File: src/hdl/pmc_pkg.sv
package pmc_pkg;

  // Configuration dword indices (byte address divided by four).
  localparam logic [5:0] DW_INT_LINE = 6'h0f;  // Bytes 3Ch..3Fh.
  localparam logic [5:0] DW_PM_CSR   = 6'h11;  // Bytes 44h..47h.
  localparam logic [5:0] DW_MSI_HDR  = 6'h12;  // Bytes 48h..4Bh.

  // Byte offsets of each register.
  localparam logic [7:0] OFF_INT_LINE   = 8'h3c;
  localparam logic [7:0] OFF_INT_PIN    = 8'h3d;
  localparam logic [7:0] OFF_PM_CSR     = 8'h44;
  localparam logic [7:0] OFF_PM_BRIDGE  = 8'h46;
  localparam logic [7:0] OFF_PM_DATA    = 8'h47;
  localparam logic [7:0] OFF_MSI_CAP_ID = 8'h48;
  localparam logic [7:0] OFF_MSI_NEXT   = 8'h49;
  localparam logic [7:0] OFF_MSI_CTRL   = 8'h4a;

  // Field positions in the power control/status word.
  localparam int PM_WAKE_STAT_BIT = 15;
  localparam int PM_WAKE_EN_BIT   = 8;
  localparam int PM_NO_SOFT_BIT   = 3;
  localparam int PM_PSTATE_LSB    = 0;

  // Field positions in the message control word.
  localparam int MC_VMASK_BIT = 8;
  localparam int MC_WIDE_BIT  = 7;
  localparam int MC_MME_LSB   = 4;
  localparam int MC_MMC_LSB   = 1;
  localparam int MC_EN_BIT    = 0;

  // Fixed read values and values after reset.
  localparam logic [15:0] PM_CSR_RESET   = 16'h0008;
  localparam logic [15:0] MSI_CTRL_RESET = 16'h0086;
  localparam logic [7:0]  PM_BRIDGE_VAL  = 8'h00;
  localparam logic [7:0]  PM_DATA_VAL    = 8'h00;
  localparam logic [7:0]  MSI_CAP_ID_VAL = 8'h05;
  localparam logic [7:0]  MSI_NEXT_VAL   = 8'h70;
  localparam logic [7:0]  INT_PIN_VAL    = 8'h01;
  localparam logic [7:0]  INT_LINE_RESET = 8'hff;
  localparam logic [2:0]  MMC_VAL        = 3'h3;

  typedef enum logic [1:0] {
    PS_D0    = 2'h0,
    PS_D1    = 2'h1,
    PS_D2    = 2'h2,
    PS_D3HOT = 2'h3
  } pmc_pstate_e;

  typedef enum logic [2:0] {
    MC_ONE   = 3'h0,
    MC_TWO   = 3'h1,
    MC_FOUR  = 3'h2,
    MC_EIGHT = 3'h3,
    MC_SIXT  = 3'h4,
    MC_THRTY = 3'h5
  } pmc_count_e;

  typedef struct packed {
    logic        valid;  // One-cycle access request.
    logic        write;  // 1 write, 0 read.
    logic [7:0]  addr;   // Byte address, low two bits ignored.
    logic [3:0]  be;     // Byte enables.
    logic [31:0] wdata;  // Write data.
  } pmc_cfg_req_s;

  typedef struct packed {
    logic        ack;    // One-cycle completion.
    logic [31:0] rdata;  // Read data, zero on writes.
  } pmc_cfg_rsp_s;

  typedef struct packed {
    logic        valid;  // One-cycle message request.
    logic [4:0]  vector; // Message number.
    logic [15:0] data;   // Message data with number folded in.
  } pmc_msi_s;

endpackage

File: src/hdl/pmc_regs.sv
// Function
// RULE_01: Wake status clears on read, global-reset-only.
// RULE_02: Wake enable read/write, cleared only globally.
// RULE_03: Data scale and select fields read zero.
// RULE_04: No-soft-reset bit reads one, context kept.
// RULE_05: Power state codes D0, D1, D2, D3hot.
// RULE_06: Power state reads current, write adopts new.
// RULE_07: Bridge extension byte reads 00h.
// RULE_08: Power data byte reads 00h.
// RULE_09: Capability identifier byte reads 05h.
// RULE_10: Next capability pointer reads 70h.
// RULE_11: Vector masking capable bit reads zero.
// RULE_12: Wide address capable bit reads one.
// RULE_13: Capable message count reads 011.
// RULE_14: Count 000: all interrupters use message zero.
// RULE_15: Count 001: parity selects message.
// RULE_16: Count 010: interrupter n, n+4 share n.
// RULE_17: Count 011: message equals interrupter number.
// RULE_18: Codes 100, 101 map one-to-one.
// RULE_19: Messages only sent while enable bit set.
// RULE_20: Upper control byte reads zero.
// RULE_21: Message number replaces permitted low data bits.
// RULE_22: Legacy pin A reported, used without messages.
// RULE_23: Writes to read-only fields are ignored.
module pmc_regs #(
  parameter int INTR_COUNT = 8  // Interrupters served.
) (
  input  wire logic                 i_clk,           // Function clock, 40 MHz.
  input  wire logic                 i_reset_n,       // Global reset, async, active low.
  input  wire logic                 i_func_reset_n,  // Function reset, sync, active low.
  input  wire pmc_pkg::pmc_cfg_req_s i_cfg,          // Configuration access.
  output pmc_pkg::pmc_cfg_rsp_s     o_cfg,           // Configuration completion.
  input  wire logic                 i_wake_event,    // Wake event pulse.
  input  wire logic                 i_irq_valid,     // Interrupter request pulse.
  input  wire logic [2:0]           i_irq_num,       // Requesting interrupter.
  input  wire logic [15:0]          i_msg_data,      // Programmed message data.
  output pmc_pkg::pmc_msi_s         o_msi,           // Message request.
  output logic                      o_intx_req,      // Legacy pin request pulse.
  output logic [1:0]                o_power_state,   // Current power state.
  output logic                      o_wake_request,  // Wake status and enable set.
  output logic                      o_msi_enable,    // Message signalling enabled.
  output logic [2:0]                o_msg_count      // Enabled message count code.
);

  // Refused at elaboration: the interrupter number is three bits wide.
  if (INTR_COUNT < 1 || INTR_COUNT > 8) begin : g_bad_count
    $error("INTR_COUNT must lie between 1 and 8");
  end

  // Access decode.

  logic       sel_int;
  logic       sel_pm;
  logic       sel_msi;
  logic       rd;
  logic       wr;

  always_comb begin
    sel_int = i_cfg.addr[7:2] == pmc_pkg::DW_INT_LINE;
    sel_pm  = i_cfg.addr[7:2] == pmc_pkg::DW_PM_CSR;
    sel_msi = i_cfg.addr[7:2] == pmc_pkg::DW_MSI_HDR;
    rd      = i_cfg.valid & ~i_cfg.write;
    wr      = i_cfg.valid & i_cfg.write;
  end

  // Byte-lane write strobes, one per writable byte.
  logic we_int_line;
  logic we_pstate;
  logic we_wake_en;
  logic we_msi_ctrl;
  logic rd_clear;

  always_comb begin
    we_int_line = wr & sel_int & i_cfg.be[0];
    we_pstate   = wr & sel_pm & i_cfg.be[0];
    we_wake_en  = wr & sel_pm & i_cfg.be[1];
    we_msi_ctrl = wr & sel_msi & i_cfg.be[2];
    // A read that covers the status byte is the clearing access.
    rd_clear    = rd & sel_pm & i_cfg.be[1];
  end

  // Register state.

  logic [1:0] pstate_q;
  logic [7:0] int_line_q;
  logic [2:0] mme_q;
  logic       message_interrupt_enable_q;
  logic       wake_stat;
  logic       wake_en;

  // The function reset restores only the non-sticky fields. Writing D0 from
  // D3hot is an ordinary write here, so no reset is derived from it.
  always_ff @(posedge i_clk or negedge i_reset_n) begin
    if (!i_reset_n) begin
      pstate_q <= pmc_pkg::PM_CSR_RESET[1:0];
    end else if (!i_func_reset_n) begin
      pstate_q <= pmc_pkg::PM_CSR_RESET[1:0];
    end else if (we_pstate) begin
      pstate_q <= i_cfg.wdata[pmc_pkg::PM_PSTATE_LSB +: 2];  // see RULE_05, RULE_06, RULE_04
    end
  end

  always_ff @(posedge i_clk or negedge i_reset_n) begin
    if (!i_reset_n) begin
      int_line_q <= pmc_pkg::INT_LINE_RESET;
    end else if (!i_func_reset_n) begin
      int_line_q <= pmc_pkg::INT_LINE_RESET;
    end else if (we_int_line) begin
      int_line_q <= i_cfg.wdata[7:0];
    end
  end

  // Only the count and enable bits of the control byte are stored; every other
  // bit of the written byte falls away.
  always_ff @(posedge i_clk or negedge i_reset_n) begin
    if (!i_reset_n) begin
      mme_q    <= pmc_pkg::MSI_CTRL_RESET[pmc_pkg::MC_MME_LSB +: 3];
      message_interrupt_enable_q <= pmc_pkg::MSI_CTRL_RESET[pmc_pkg::MC_EN_BIT];
    end else if (!i_func_reset_n) begin
      mme_q    <= pmc_pkg::MSI_CTRL_RESET[pmc_pkg::MC_MME_LSB +: 3];
      message_interrupt_enable_q <= pmc_pkg::MSI_CTRL_RESET[pmc_pkg::MC_EN_BIT];
    end else if (we_msi_ctrl) begin
      mme_q    <= i_cfg.wdata[16 + pmc_pkg::MC_MME_LSB +: 3];  // see RULE_18, RULE_23
      message_interrupt_enable_q <= i_cfg.wdata[16 + pmc_pkg::MC_EN_BIT];        // see RULE_19
    end
  end

  pmc_wake u_wake (
    .i_clk      (i_clk),
    .i_reset_n  (i_reset_n),
    .i_event    (i_wake_event),
    .i_clear    (rd_clear),
    .i_en_we    (we_wake_en),
    .i_en_wdata (i_cfg.wdata[pmc_pkg::PM_WAKE_EN_BIT]),
    .o_status   (wake_stat),
    .o_enable   (wake_en),
    .o_request  (o_wake_request)
  );

  // Read-back words.

  logic [15:0] pm_csr;
  logic [15:0] msi_ctrl;
  logic [31:0] rdata;

  always_comb begin
    pm_csr                                         = '0;  // see RULE_03
    pm_csr[pmc_pkg::PM_WAKE_STAT_BIT]              = wake_stat;  // see RULE_01
    pm_csr[pmc_pkg::PM_WAKE_EN_BIT]                = wake_en;  // see RULE_02
    pm_csr[pmc_pkg::PM_NO_SOFT_BIT]                = 1'b1;  // see RULE_04
    pm_csr[pmc_pkg::PM_PSTATE_LSB +: 2]            = pstate_q;  // see RULE_06
    msi_ctrl                                       = '0;  // see RULE_20
    msi_ctrl[pmc_pkg::MC_VMASK_BIT]                = 1'b0;  // see RULE_11
    msi_ctrl[pmc_pkg::MC_WIDE_BIT]                 = 1'b1;  // see RULE_12
    msi_ctrl[pmc_pkg::MC_MME_LSB +: 3]             = mme_q;
    msi_ctrl[pmc_pkg::MC_MMC_LSB +: 3]             = pmc_pkg::MMC_VAL;  // see RULE_13
    msi_ctrl[pmc_pkg::MC_EN_BIT]                   = message_interrupt_enable_q;
  end

  // Unmapped dwords read as zero and absorb writes without effect.
  always_comb begin
    rdata = '0;
    if (sel_int) begin
      rdata = {16'h0000, pmc_pkg::INT_PIN_VAL, int_line_q};  // see RULE_22
    end else if (sel_pm) begin
      rdata = {pmc_pkg::PM_DATA_VAL, pmc_pkg::PM_BRIDGE_VAL, pm_csr};  // see RULE_07, RULE_08
    end else if (sel_msi) begin
      rdata = {msi_ctrl, pmc_pkg::MSI_NEXT_VAL, pmc_pkg::MSI_CAP_ID_VAL};  // see RULE_09, RULE_10
    end
  end

  // Disabled byte lanes read as zero so a narrow read never sees its
  // neighbours; the clear still only follows the status byte's own lane.
  logic [31:0] lane_mask;

  always_comb begin
    lane_mask = {{8{i_cfg.be[3]}}, {8{i_cfg.be[2]}}, {8{i_cfg.be[1]}}, {8{i_cfg.be[0]}}};
  end

  always_ff @(posedge i_clk or negedge i_reset_n) begin
    if (!i_reset_n) begin
      o_cfg <= '0;
    end else begin
      o_cfg.ack   <= i_cfg.valid;
      o_cfg.rdata <= rd ? (rdata & lane_mask) : 32'h0000_0000;
    end
  end

  // Interrupt folding. Requests from interrupters beyond the configured count
  // are dropped rather than aliased onto a neighbour's message.
  logic irq_ok;

  always_comb begin
    irq_ok = i_irq_valid & ({29'h0, i_irq_num} < 32'(INTR_COUNT));
  end

  pmc_msi_map u_map (
    .i_clk     (i_clk),
    .i_reset_n (i_reset_n),
    .i_valid   (irq_ok),
    .i_num     (i_irq_num),
    .i_enable  (message_interrupt_enable_q),
    .i_count   (mme_q),
    .i_data    (i_msg_data),
    .o_msi     (o_msi),
    .o_intx    (o_intx_req)
  );

  // Status outputs, registered copies so every output leaves from a flop.
  always_ff @(posedge i_clk or negedge i_reset_n) begin
    if (!i_reset_n) begin
      o_power_state <= pmc_pkg::PM_CSR_RESET[1:0];
      o_msi_enable  <= pmc_pkg::MSI_CTRL_RESET[pmc_pkg::MC_EN_BIT];
      o_msg_count   <= pmc_pkg::MSI_CTRL_RESET[pmc_pkg::MC_MME_LSB +: 3];
    end else begin
      o_power_state <= pstate_q;  // see RULE_06
      o_msi_enable  <= message_interrupt_enable_q;
      o_msg_count   <= mme_q;
    end
  end

endmodule

File: src/hdl/pmc_wake.sv
module pmc_wake (
  input  wire logic i_clk,       // Function clock.
  input  wire logic i_reset_n,   // Global reset, async, active low.
  input  wire logic i_event,     // Wake event pulse.
  input  wire logic i_clear,     // Read-clear of the status bit.
  input  wire logic i_en_we,     // Enable bit write strobe.
  input  wire logic i_en_wdata,  // Enable bit write value.
  output logic      o_status,    // Sticky status bit.
  output logic      o_enable,    // Sticky enable bit.
  output logic      o_request    // Status and enable both set.
);

  // Only the global reset reaches these bits, so they outlive function resets.
  always_ff @(posedge i_clk or negedge i_reset_n) begin
    if (!i_reset_n) begin
      o_status <= 1'b0;
    end else if (i_event) begin
      o_status <= 1'b1;  // see RULE_01
    end else if (i_clear) begin
      o_status <= 1'b0;  // see RULE_01
    end
  end

  always_ff @(posedge i_clk or negedge i_reset_n) begin
    if (!i_reset_n) begin
      o_enable <= 1'b0;
    end else if (i_en_we) begin
      o_enable <= i_en_wdata;  // see RULE_02
    end
  end

  always_ff @(posedge i_clk or negedge i_reset_n) begin
    if (!i_reset_n) begin
      o_request <= 1'b0;
    end else begin
      o_request <= o_status & o_enable;
    end
  end

endmodule

File: src/hdl/pmc_msi_map.sv
module pmc_msi_map (
  input  wire logic            i_clk,      // Function clock.
  input  wire logic            i_reset_n,  // Global reset, async, active low.
  input  wire logic            i_valid,    // Interrupter request pulse.
  input  wire logic [2:0]      i_num,      // Interrupter number.
  input  wire logic            i_enable,   // Message signalling enabled.
  input  wire logic [2:0]      i_count,    // Enabled message count code.
  input  wire logic [15:0]     i_data,     // Programmed message data.
  output pmc_pkg::pmc_msi_s    o_msi,      // Message request.
  output logic                 o_intx      // Legacy pin request pulse.
);

  function automatic logic [4:0] vec_of(input logic [2:0] cnt, input logic [2:0] num);
    case (cnt)
      pmc_pkg::MC_ONE:   vec_of = 5'h00;                 // see RULE_14
      pmc_pkg::MC_TWO:   vec_of = {4'h0, num[0]};        // see RULE_15
      pmc_pkg::MC_FOUR:  vec_of = {3'h0, num[1:0]};      // see RULE_16
      pmc_pkg::MC_EIGHT,
      pmc_pkg::MC_SIXT,
      pmc_pkg::MC_THRTY: vec_of = {2'h0, num};           // see RULE_17, RULE_18
      default:           vec_of = 5'h00;
    endcase
  endfunction

  function automatic logic [4:0] mask_of(input logic [2:0] cnt);
    case (cnt)
      pmc_pkg::MC_ONE:   mask_of = 5'h00;
      pmc_pkg::MC_TWO:   mask_of = 5'h01;
      pmc_pkg::MC_FOUR:  mask_of = 5'h03;
      pmc_pkg::MC_EIGHT: mask_of = 5'h07;
      pmc_pkg::MC_SIXT:  mask_of = 5'h0f;
      pmc_pkg::MC_THRTY: mask_of = 5'h1f;
      default:           mask_of = 5'h00;
    endcase
  endfunction

  logic [4:0] vec;
  logic [4:0] mask;

  always_comb begin
    vec  = vec_of(i_count, i_num);
    mask = mask_of(i_count);
  end

  always_ff @(posedge i_clk or negedge i_reset_n) begin
    if (!i_reset_n) begin
      o_msi  <= '0;
      o_intx <= 1'b0;
    end else begin
      o_msi.valid  <= i_valid & i_enable;  // see RULE_19
      o_msi.vector <= vec;
      o_msi.data   <= {i_data[15:5], (i_data[4:0] & ~mask) | (vec & mask)};  // see RULE_21
      o_intx       <= i_valid & ~i_enable;  // see RULE_22
    end
  end

endmodule

File: config.mk
export PLATFORM = sky130hd
export DESIGN_NAME = pmc_regs
export DESIGN_NICKNAME = d
export VERILOG_FILES = /design/src/hdl/pmc_pkg.sv /design/src/hdl/pmc_regs.sv /design/src/hdl/pmc_wake.sv /design/src/hdl/pmc_msi_map.sv
export SDC_FILE = /design/constraint.sdc
export NUM_CORES = 1
export LEC_CHECK = 0
export ABC_AREA = 1
export BUFFER_PORTS_ARGS = -buffer_cell sky130_fd_sc_hd__buf_2
export CORE_MARGIN = 8
export CORE_UTILIZATION = 45
export CTS_CLUSTER_DIAMETER = 40
export DETAILED_ROUTE_END_ITERATION = 12
export GPL_TIMING_DRIVEN = 0
export PLACE_DENSITY_LB_ADDON = 0.12
export SLEW_MARGIN = 25
export SYNTH_ARGS = -nofsm -noshare
export SYNTH_HDL_FRONTEND = slang
export SYNTH_HIERARCHICAL = 1
export SYNTH_SLANG_ARGS = --single-unit
File: constraint.sdc
create_clock -name i_clk -period 1.3 [get_ports i_clk]
set_input_delay 0.065 -clock i_clk [delete_from_list [all_inputs] [get_ports i_clk]]
set_output_delay 0.065 -clock i_clk [all_outputs]
set_load 0.01 [all_outputs]
==> flow_summary.html <==
<table>
<tr><th>Metric</th><th>Value</th></tr>
<tr><th colspan="2">Global route</th></tr>
<tr><td>Wire length of the first global-routing pass</td><td>~11000 um</td></tr>
<tr><td>GRT met3 Usage</td><td>8.40%</td></tr>
<tr><td>Vias in the first global route</td><td>about 2200</td></tr>
<tr><td>Antenna violations before repair</td><td>0</td></tr>
<tr><td>Maximum number of pins on one net before global-route repair</td><td>62</td></tr>
<tr><td>Met2 Resource Use GR</td><td>between 20% and 30%</td></tr>
<tr><td>Global route total overflow</td><td>0</td></tr>
<tr><td>Most Used Layer, Global Route</td><td>met2</td></tr>
<tr><td>Overall global routing resource usage</td><td>15.9%</td></tr>
<tr><td>Global-route met1 utilization</td><td>between 10% and 20%</td></tr>
<tr><th colspan="2">Route</th></tr>
<tr><td>Routed WL</td><td>6200 um</td></tr>
<tr><td>Via total after detailed routing</td><td>2116</td></tr>
<tr><td>First-pass iteration count of the detailed router</td><td>4</td></tr>
<tr><td>Drt via density</td><td>approximately 4.3</td></tr>
<tr><td>Residual DRC</td><td>0</td></tr>
<tr><td>Average routed wire per standard cell</td><td>12.7 um</td></tr>
<tr><td>Antenna viol nets, final</td><td>0</td></tr>
<tr><td>Number of violations reported at the end of detailed-routing iteration 0</td><td>52</td></tr>
<tr><th colspan="2">Finish</th></tr>
<tr><td>Antenna diodes</td><td>0</td></tr>
<tr><td>Synth-to-layout area growth</td><td>45.6%</td></tr>
<tr><td>Layout cells sized above 1</td><td>between 30% and 40%</td></tr>
<tr><td>Total of fill cells in the finished design</td><td>450</td></tr>
<tr><td>Post-Layout Cell Count</td><td>between 400 and 500</td></tr>
<tr><td>Design area</td><td>around 3700 um^2</td></tr>
<tr><td>Final nets</td><td>482</td></tr>
<tr><th colspan="2">Min path</th></tr>
<tr><td>Type of the worst min-delay path</td><td>in2reg</td></tr>
<tr><th colspan="2">Synth</th></tr>
<tr><td>Synthesized flop and latch total</td><td>slightly above 60</td></tr>
<tr><td>Mean instance size in the synthesized netlist</td><td>a little under 10 um^2</td></tr>
<tr><td>Leading area contributor after synthesis</td><td>sky130_fd_sc_hd__dfrtp_1</td></tr>
<tr><td>Number of flops mapped to enable cells by yosys</td><td>0</td></tr>
<tr><td>Most used standard cells in the synthesized netlist</td><td>sky130_fd_sc_hd__nand2_1, sky130_fd_sc_hd__dfrtp_1, sky130_fd_sc_hd__inv_1</td></tr>
<tr><td>Post-Synthesis Cell Area</td><td>2520 um^2</td></tr>
<tr><td>Fraction of the mapped netlist area in simple logic gates</td><td>approximately a quarter</td></tr>
<tr><td>Post-synth top area share</td><td>about 53%</td></tr>
<tr><td>Top flip-flop cell by instance count after synthesis</td><td>sky130_fd_sc_hd__dfrtp_1</td></tr>
<tr><td>XOR/XNOR share of the synthesized area</td><td>0%</td></tr>
<tr><td>Adder-cell share of the synthesized area</td><td>0%</td></tr>
<tr><td>Distinct cell type count after synthesis</td><td>24</td></tr>
<tr><td>Combinational family with the most area after synthesis</td><td>simple AND/OR/NAND/NOR gates</td></tr>
<tr><td>Main area contributors after synthesis</td><td>sky130_fd_sc_hd__dfrtp_1, sky130_fd_sc_hd__nand2_1, sky130_fd_sc_hd__dfstp_2, sky130_fd_sc_hd__buf_4, sky130_fd_sc_hd__nand3_1</td></tr>
<tr><td>Count leader, synth</td><td>sky130_fd_sc_hd__nand2_1</td></tr>
<tr><td>Area fraction in compound gates after synthesis</td><td>approximately 1.8%</td></tr>
<tr><td>Yosys warning total</td><td>6</td></tr>
<tr><td>Number of standard cells after synthesis</td><td>260</td></tr>
<tr><td>Portion of the post-synthesis area used by sequential elements</td><td>between 60 and 70%</td></tr>
<tr><td>Proportion of synthesized area in mux cells</td><td>0%</td></tr>
<tr><td>Share of flip-flops with an asynchronous set or reset</td><td>100%</td></tr>
<tr><th colspan="2">Worst setup path</th></tr>
<tr><td>Kind of cell adding the most delay to the critical path</td><td>simple AND/OR/NAND/NOR gates</td></tr>
<tr><td>Start-to-end type of the worst setup path</td><td>in2reg</td></tr>
<tr><td>Crit-path cells</td><td>dlygate4sd3_1, buf_2, nand2_1, nor2_2, nand3_4, nand2_4, nand2_1, nand2_1</td></tr>
<tr><td>Startpoint kind of the worst setup timing path</td><td>input pin</td></tr>
<tr><td>Required time reported for the critical path endpoint</td><td>approximately 1.6 ns</td></tr>
<tr><td>Buffers &amp; Inverters on Critical Path</td><td>2</td></tr>
<tr><td>Nature of the critical path endpoint</td><td>flop</td></tr>
<tr><td>Stage delay of the slowest cell on the critical path</td><td>around 0.53 ns</td></tr>
<tr><td>Maximum net fanout on the critical path</td><td>9</td></tr>
<tr><td>Master of the slowest instance on the critical path</td><td>sky130_fd_sc_hd__dlygate4sd3_1</td></tr>
<tr><td>CP Data Arrival Time</td><td>between 1.5 and 2 ns</td></tr>
<tr><td>Most common cell type on the critical path</td><td>sky130_fd_sc_hd__nand2_1</td></tr>
<tr><th colspan="2">Clocking</th></tr>
<tr><td>Clock tree sinks</td><td>just over 60</td></tr>
<tr><td>Quantity of gates resized following cts</td><td>0</td></tr>
<tr><td>Clock latency at the later pin of the worst-skew pair</td><td>between 0.3 and 0.4 ns</td></tr>
<tr><td>CTS Buf Count</td><td>9</td></tr>
<tr><td>Maximum root-to-sink buffer count</td><td>2</td></tr>
<tr><td>Post-CTS Setup Bufs</td><td>0</td></tr>
<tr><td>TritonCTS clock tree</td><td>yes</td></tr>
<tr><td>Library cell used as clock root buffer</td><td>sky130_fd_sc_hd__clkbuf_8</td></tr>
<tr><td>Clock transition at the registers of the reported paths</td><td>approximately 0.080 ns</td></tr>
<tr><td>Depth of the CTS H-tree</td><td>3</td></tr>
<tr><th colspan="2">Pwr</th></tr>
<tr><td>Leakage power of the design</td><td>2.06 nW</td></tr>
<tr><td>Switching power as a share of total power</td><td>25.1%</td></tr>
<tr><td>NetSw</td><td>between 1 and 1.5 mW</td></tr>
<tr><td>Largest vdd supply drop</td><td>0.000665 V</td></tr>
<tr><td>Pwr per Cell Area</td><td>~1100 nW/um^2</td></tr>
<tr><td>Internal power contribution</td><td>3.07 mW</td></tr>
<tr><td>Combinational cell fraction of total power</td><td>about a tenth</td></tr>
<tr><td>Register share of total power</td><td>48.4%</td></tr>
<tr><td>Clock group share of total power</td><td>about two fifths</td></tr>
<tr><th colspan="2">Placed design</th></tr>
<tr><td>Routability-driven placement congestion ratio</td><td>~0.74</td></tr>
<tr><td>Post-place instance area</td><td>approximately 3100 um^2</td></tr>
<tr><td>Post-placement setup slack</td><td>0.128 ns</td></tr>
<tr><td>Post-DP HPWL</td><td>~4300 um</td></tr>
<tr><td>Port Buffer Count</td><td>95</td></tr>
<tr><td>Cell Count Post-Placement</td><td>approximately 440</td></tr>
<tr><th colspan="2">STA</th></tr>
<tr><td>RSZ-0062 raised after global routing</td><td>yes</td></tr>
<tr><td>Count of final max-slew check failures</td><td>0</td></tr>
<tr><td>Max Clock Freq</td><td>793 MHz</td></tr>
<tr><td>Max Clock Skew</td><td>roughly 0.0042 ns</td></tr>
<tr><td>Setup WS post-layout</td><td>0.0385 ns</td></tr>
<tr><td>Final Hold Viols</td><td>0</td></tr>
<tr><td>Portion of the clock cycle consumed by the worst path in the final layout</td><td>97.0%</td></tr>
<tr><td>Final critical path time including I/O delays and setup</td><td>between 1 and 1.5 ns</td></tr>
<tr><td>Worst Hold Slack</td><td>slightly above 0.001 ns</td></tr>
<tr><td>Final setup violation count</td><td>0</td></tr>
<tr><td>Max-slew headroom at the worst pin</td><td>between 40% and 50%</td></tr>
<tr><td>Measured slew at the worst slew-check pin</td><td>between 0.7 and 0.8 ns</td></tr>
<tr><th colspan="2">Die</th></tr>
<tr><td>Area of the core</td><td>around 5500 um^2</td></tr>
<tr><td>Row count</td><td>27</td></tr>
<tr><td>Top Ports</td><td>133</td></tr>
<tr><td>Overall die area</td><td>a little over 8000 um^2</td></tr>
<tr><td>Initial Utilization</td><td>46.1%</td></tr>
<tr><td>DIE WIDTH</td><td>90.9 um</td></tr>
<tr><td>Die height</td><td>roughly 91 um</td></tr>
<tr><th colspan="2">Run</th></tr>
<tr><td>Max Cap Violations</td><td>0</td></tr>
<tr><th colspan="2">Status</th></tr>
<tr><td>Status</td><td>finished, final reports clean</td></tr>
</table>
cell usage in the layout (no fill, tap or decap):
cell type / Yosys / routed
sky130_fd_sc_hd__buf_2: 1 / 95
sky130_fd_sc_hd__nand2_1: 68 / 68
sky130_fd_sc_hd__dfrtp_1: 53 / 53
sky130_fd_sc_hd__dlygate4sd3_1: 0 / 34
sky130_fd_sc_hd__inv_1: 30 / 30
sky130_fd_sc_hd__nand3_1: 24 / 24
sky130_fd_sc_hd__nor2_1: 20 / 20
sky130_fd_sc_hd__buf_4: 18 / 19
sky130_fd_sc_hd__conb_1: 2 / 14
sky130_fd_sc_hd__clkbuf_8: 2 / 11
sky130_fd_sc_hd__dfstp_2: 8 / 8
sky130_fd_sc_hd__nand4_1: 6 / 6
sky130_fd_sc_hd__nor2_2: 5 / 5
sky130_fd_sc_hd__nor2_4: 4 / 4
sky130_fd_sc_hd__inv_2: 4 / 4
sky130_fd_sc_hd__a21oi_1: 4 / 4
sky130_fd_sc_hd__nand2_2: 2 / 2
sky130_fd_sc_hd__nand3b_1: 2 / 2
sky130_fd_sc_hd__inv_6: 0 / 2
sky130_fd_sc_hd__clkinv_2: 0 / 2
sky130_fd_sc_hd__nand3_2: 1 / 1
sky130_fd_sc_hd__nor3_2: 1 / 1
sky130_fd_sc_hd__o21ai_2: 1 / 1
sky130_fd_sc_hd__nand3_4: 1 / 1
sky130_fd_sc_hd__nand2_4: 1 / 1
sky130_fd_sc_hd__clkinvlp_4: 0 / 1
sky130_fd_sc_hd__bufinv_16: 0 / 1
sky130_fd_sc_hd__clkinv_4: 0 / 1
sky130_fd_sc_hd__o211ai_1: 1 / 1
sky130_fd_sc_hd__o2111ai_1: 1 / 1
routing by layer:
layer,share of wire (%),routed length (um)
met3,8.6,535
met1,47,2920
met5,0,0
met2,43,2670
met4,1.2,74
kinds of logic after synthesis:
logic type	count (synthesis)
AOI/OAI and AO/OA	7
other	2
buffers and inverters	55
and+or+nand+nor	135
DFF	61
layout make-up:
cell class              instances  area (um^2)  area share [%]
multi-input cells             156          738            20.1
clock buffers                   9          124            3.37
repair buffers                129          818            22.3
flip-flops and latches         61         1540            41.8
clock inverters                 7         73.8            2.01
plain buffers                  21          168            4.56
inverters                      34          128            3.47
well taps                      72         90.1            2.45
power groups by stage:
stage	Combinational, mW	Sequential, mW	Clock [mW]
finish	0.425	1.98	1.69
global route	0.475	1.99	1.83
CTS	0.426	1.98	1.72
detailed placement	0.346	2.02	0
global placement	0.339	2.02	0
floorplan	0.161	2.04	0
flip-flops by register name, indices dropped and copies added (netlist names), 2 cells and up:
signal         cells
int_line_q         8
mme_q              3
o_cfg             17
o_msg_count        3
o_power_state      2
pstate_q           2
u_map/o_msi       20
what timing repair did:
item / in CTS / in global routing
endpoints found under the setup margin: 0 / 14
hold buffers: 34 / 0
hold endpoints to repair: 89 / 0
per-stage QoR:
step           utilization, %  total power, mW  TNS (ns)
2_1_floorplan               -             2.20         0
3_3_place_gp             57.3             2.36         0
5_1_grt                  67.2             4.29    -0.384
4_1_cts                  67.2             4.13         0
6_report                 67.2             4.10         0
3_5_place_dp             57.3             2.36         0
final timing paths:
check / start / to / slack, ns / depth (start not counted)
worst max-delay path: i_cfg[45] / int_line_q[6] / 0.04 / 8
worst min-delay path: i_msg_data[0] / u_map/o_msi[0] / 0.001 / 3
worst max register to register: mme_q[1] / u_map/o_msi[1] / 0.21 / 7
worst min register to register: pstate_q[0] / o_power_state[0] / 0.41 / 0
max in group asynchronous: i_reset_n / u_map/o_msi[8] / 0.46 / 2
min in group asynchronous: i_reset_n / u_map/o_msi[15] / 0.33 / 2
worst register-to-register path, cell delays in order, from the launching register on:
cell	delay (ns)
sky130_fd_sc_hd__dfrtp_1	0.48
sky130_fd_sc_hd__inv_2	0.09
sky130_fd_sc_hd__nand3_1	0.11
sky130_fd_sc_hd__nand2_2	0.08
sky130_fd_sc_hd__inv_2	0.07
sky130_fd_sc_hd__nand2_1	0.05
sky130_fd_sc_hd__nand2_1	0.07
sky130_fd_sc_hd__nand2_1	0.05
(Power assumes the default switching activity.)
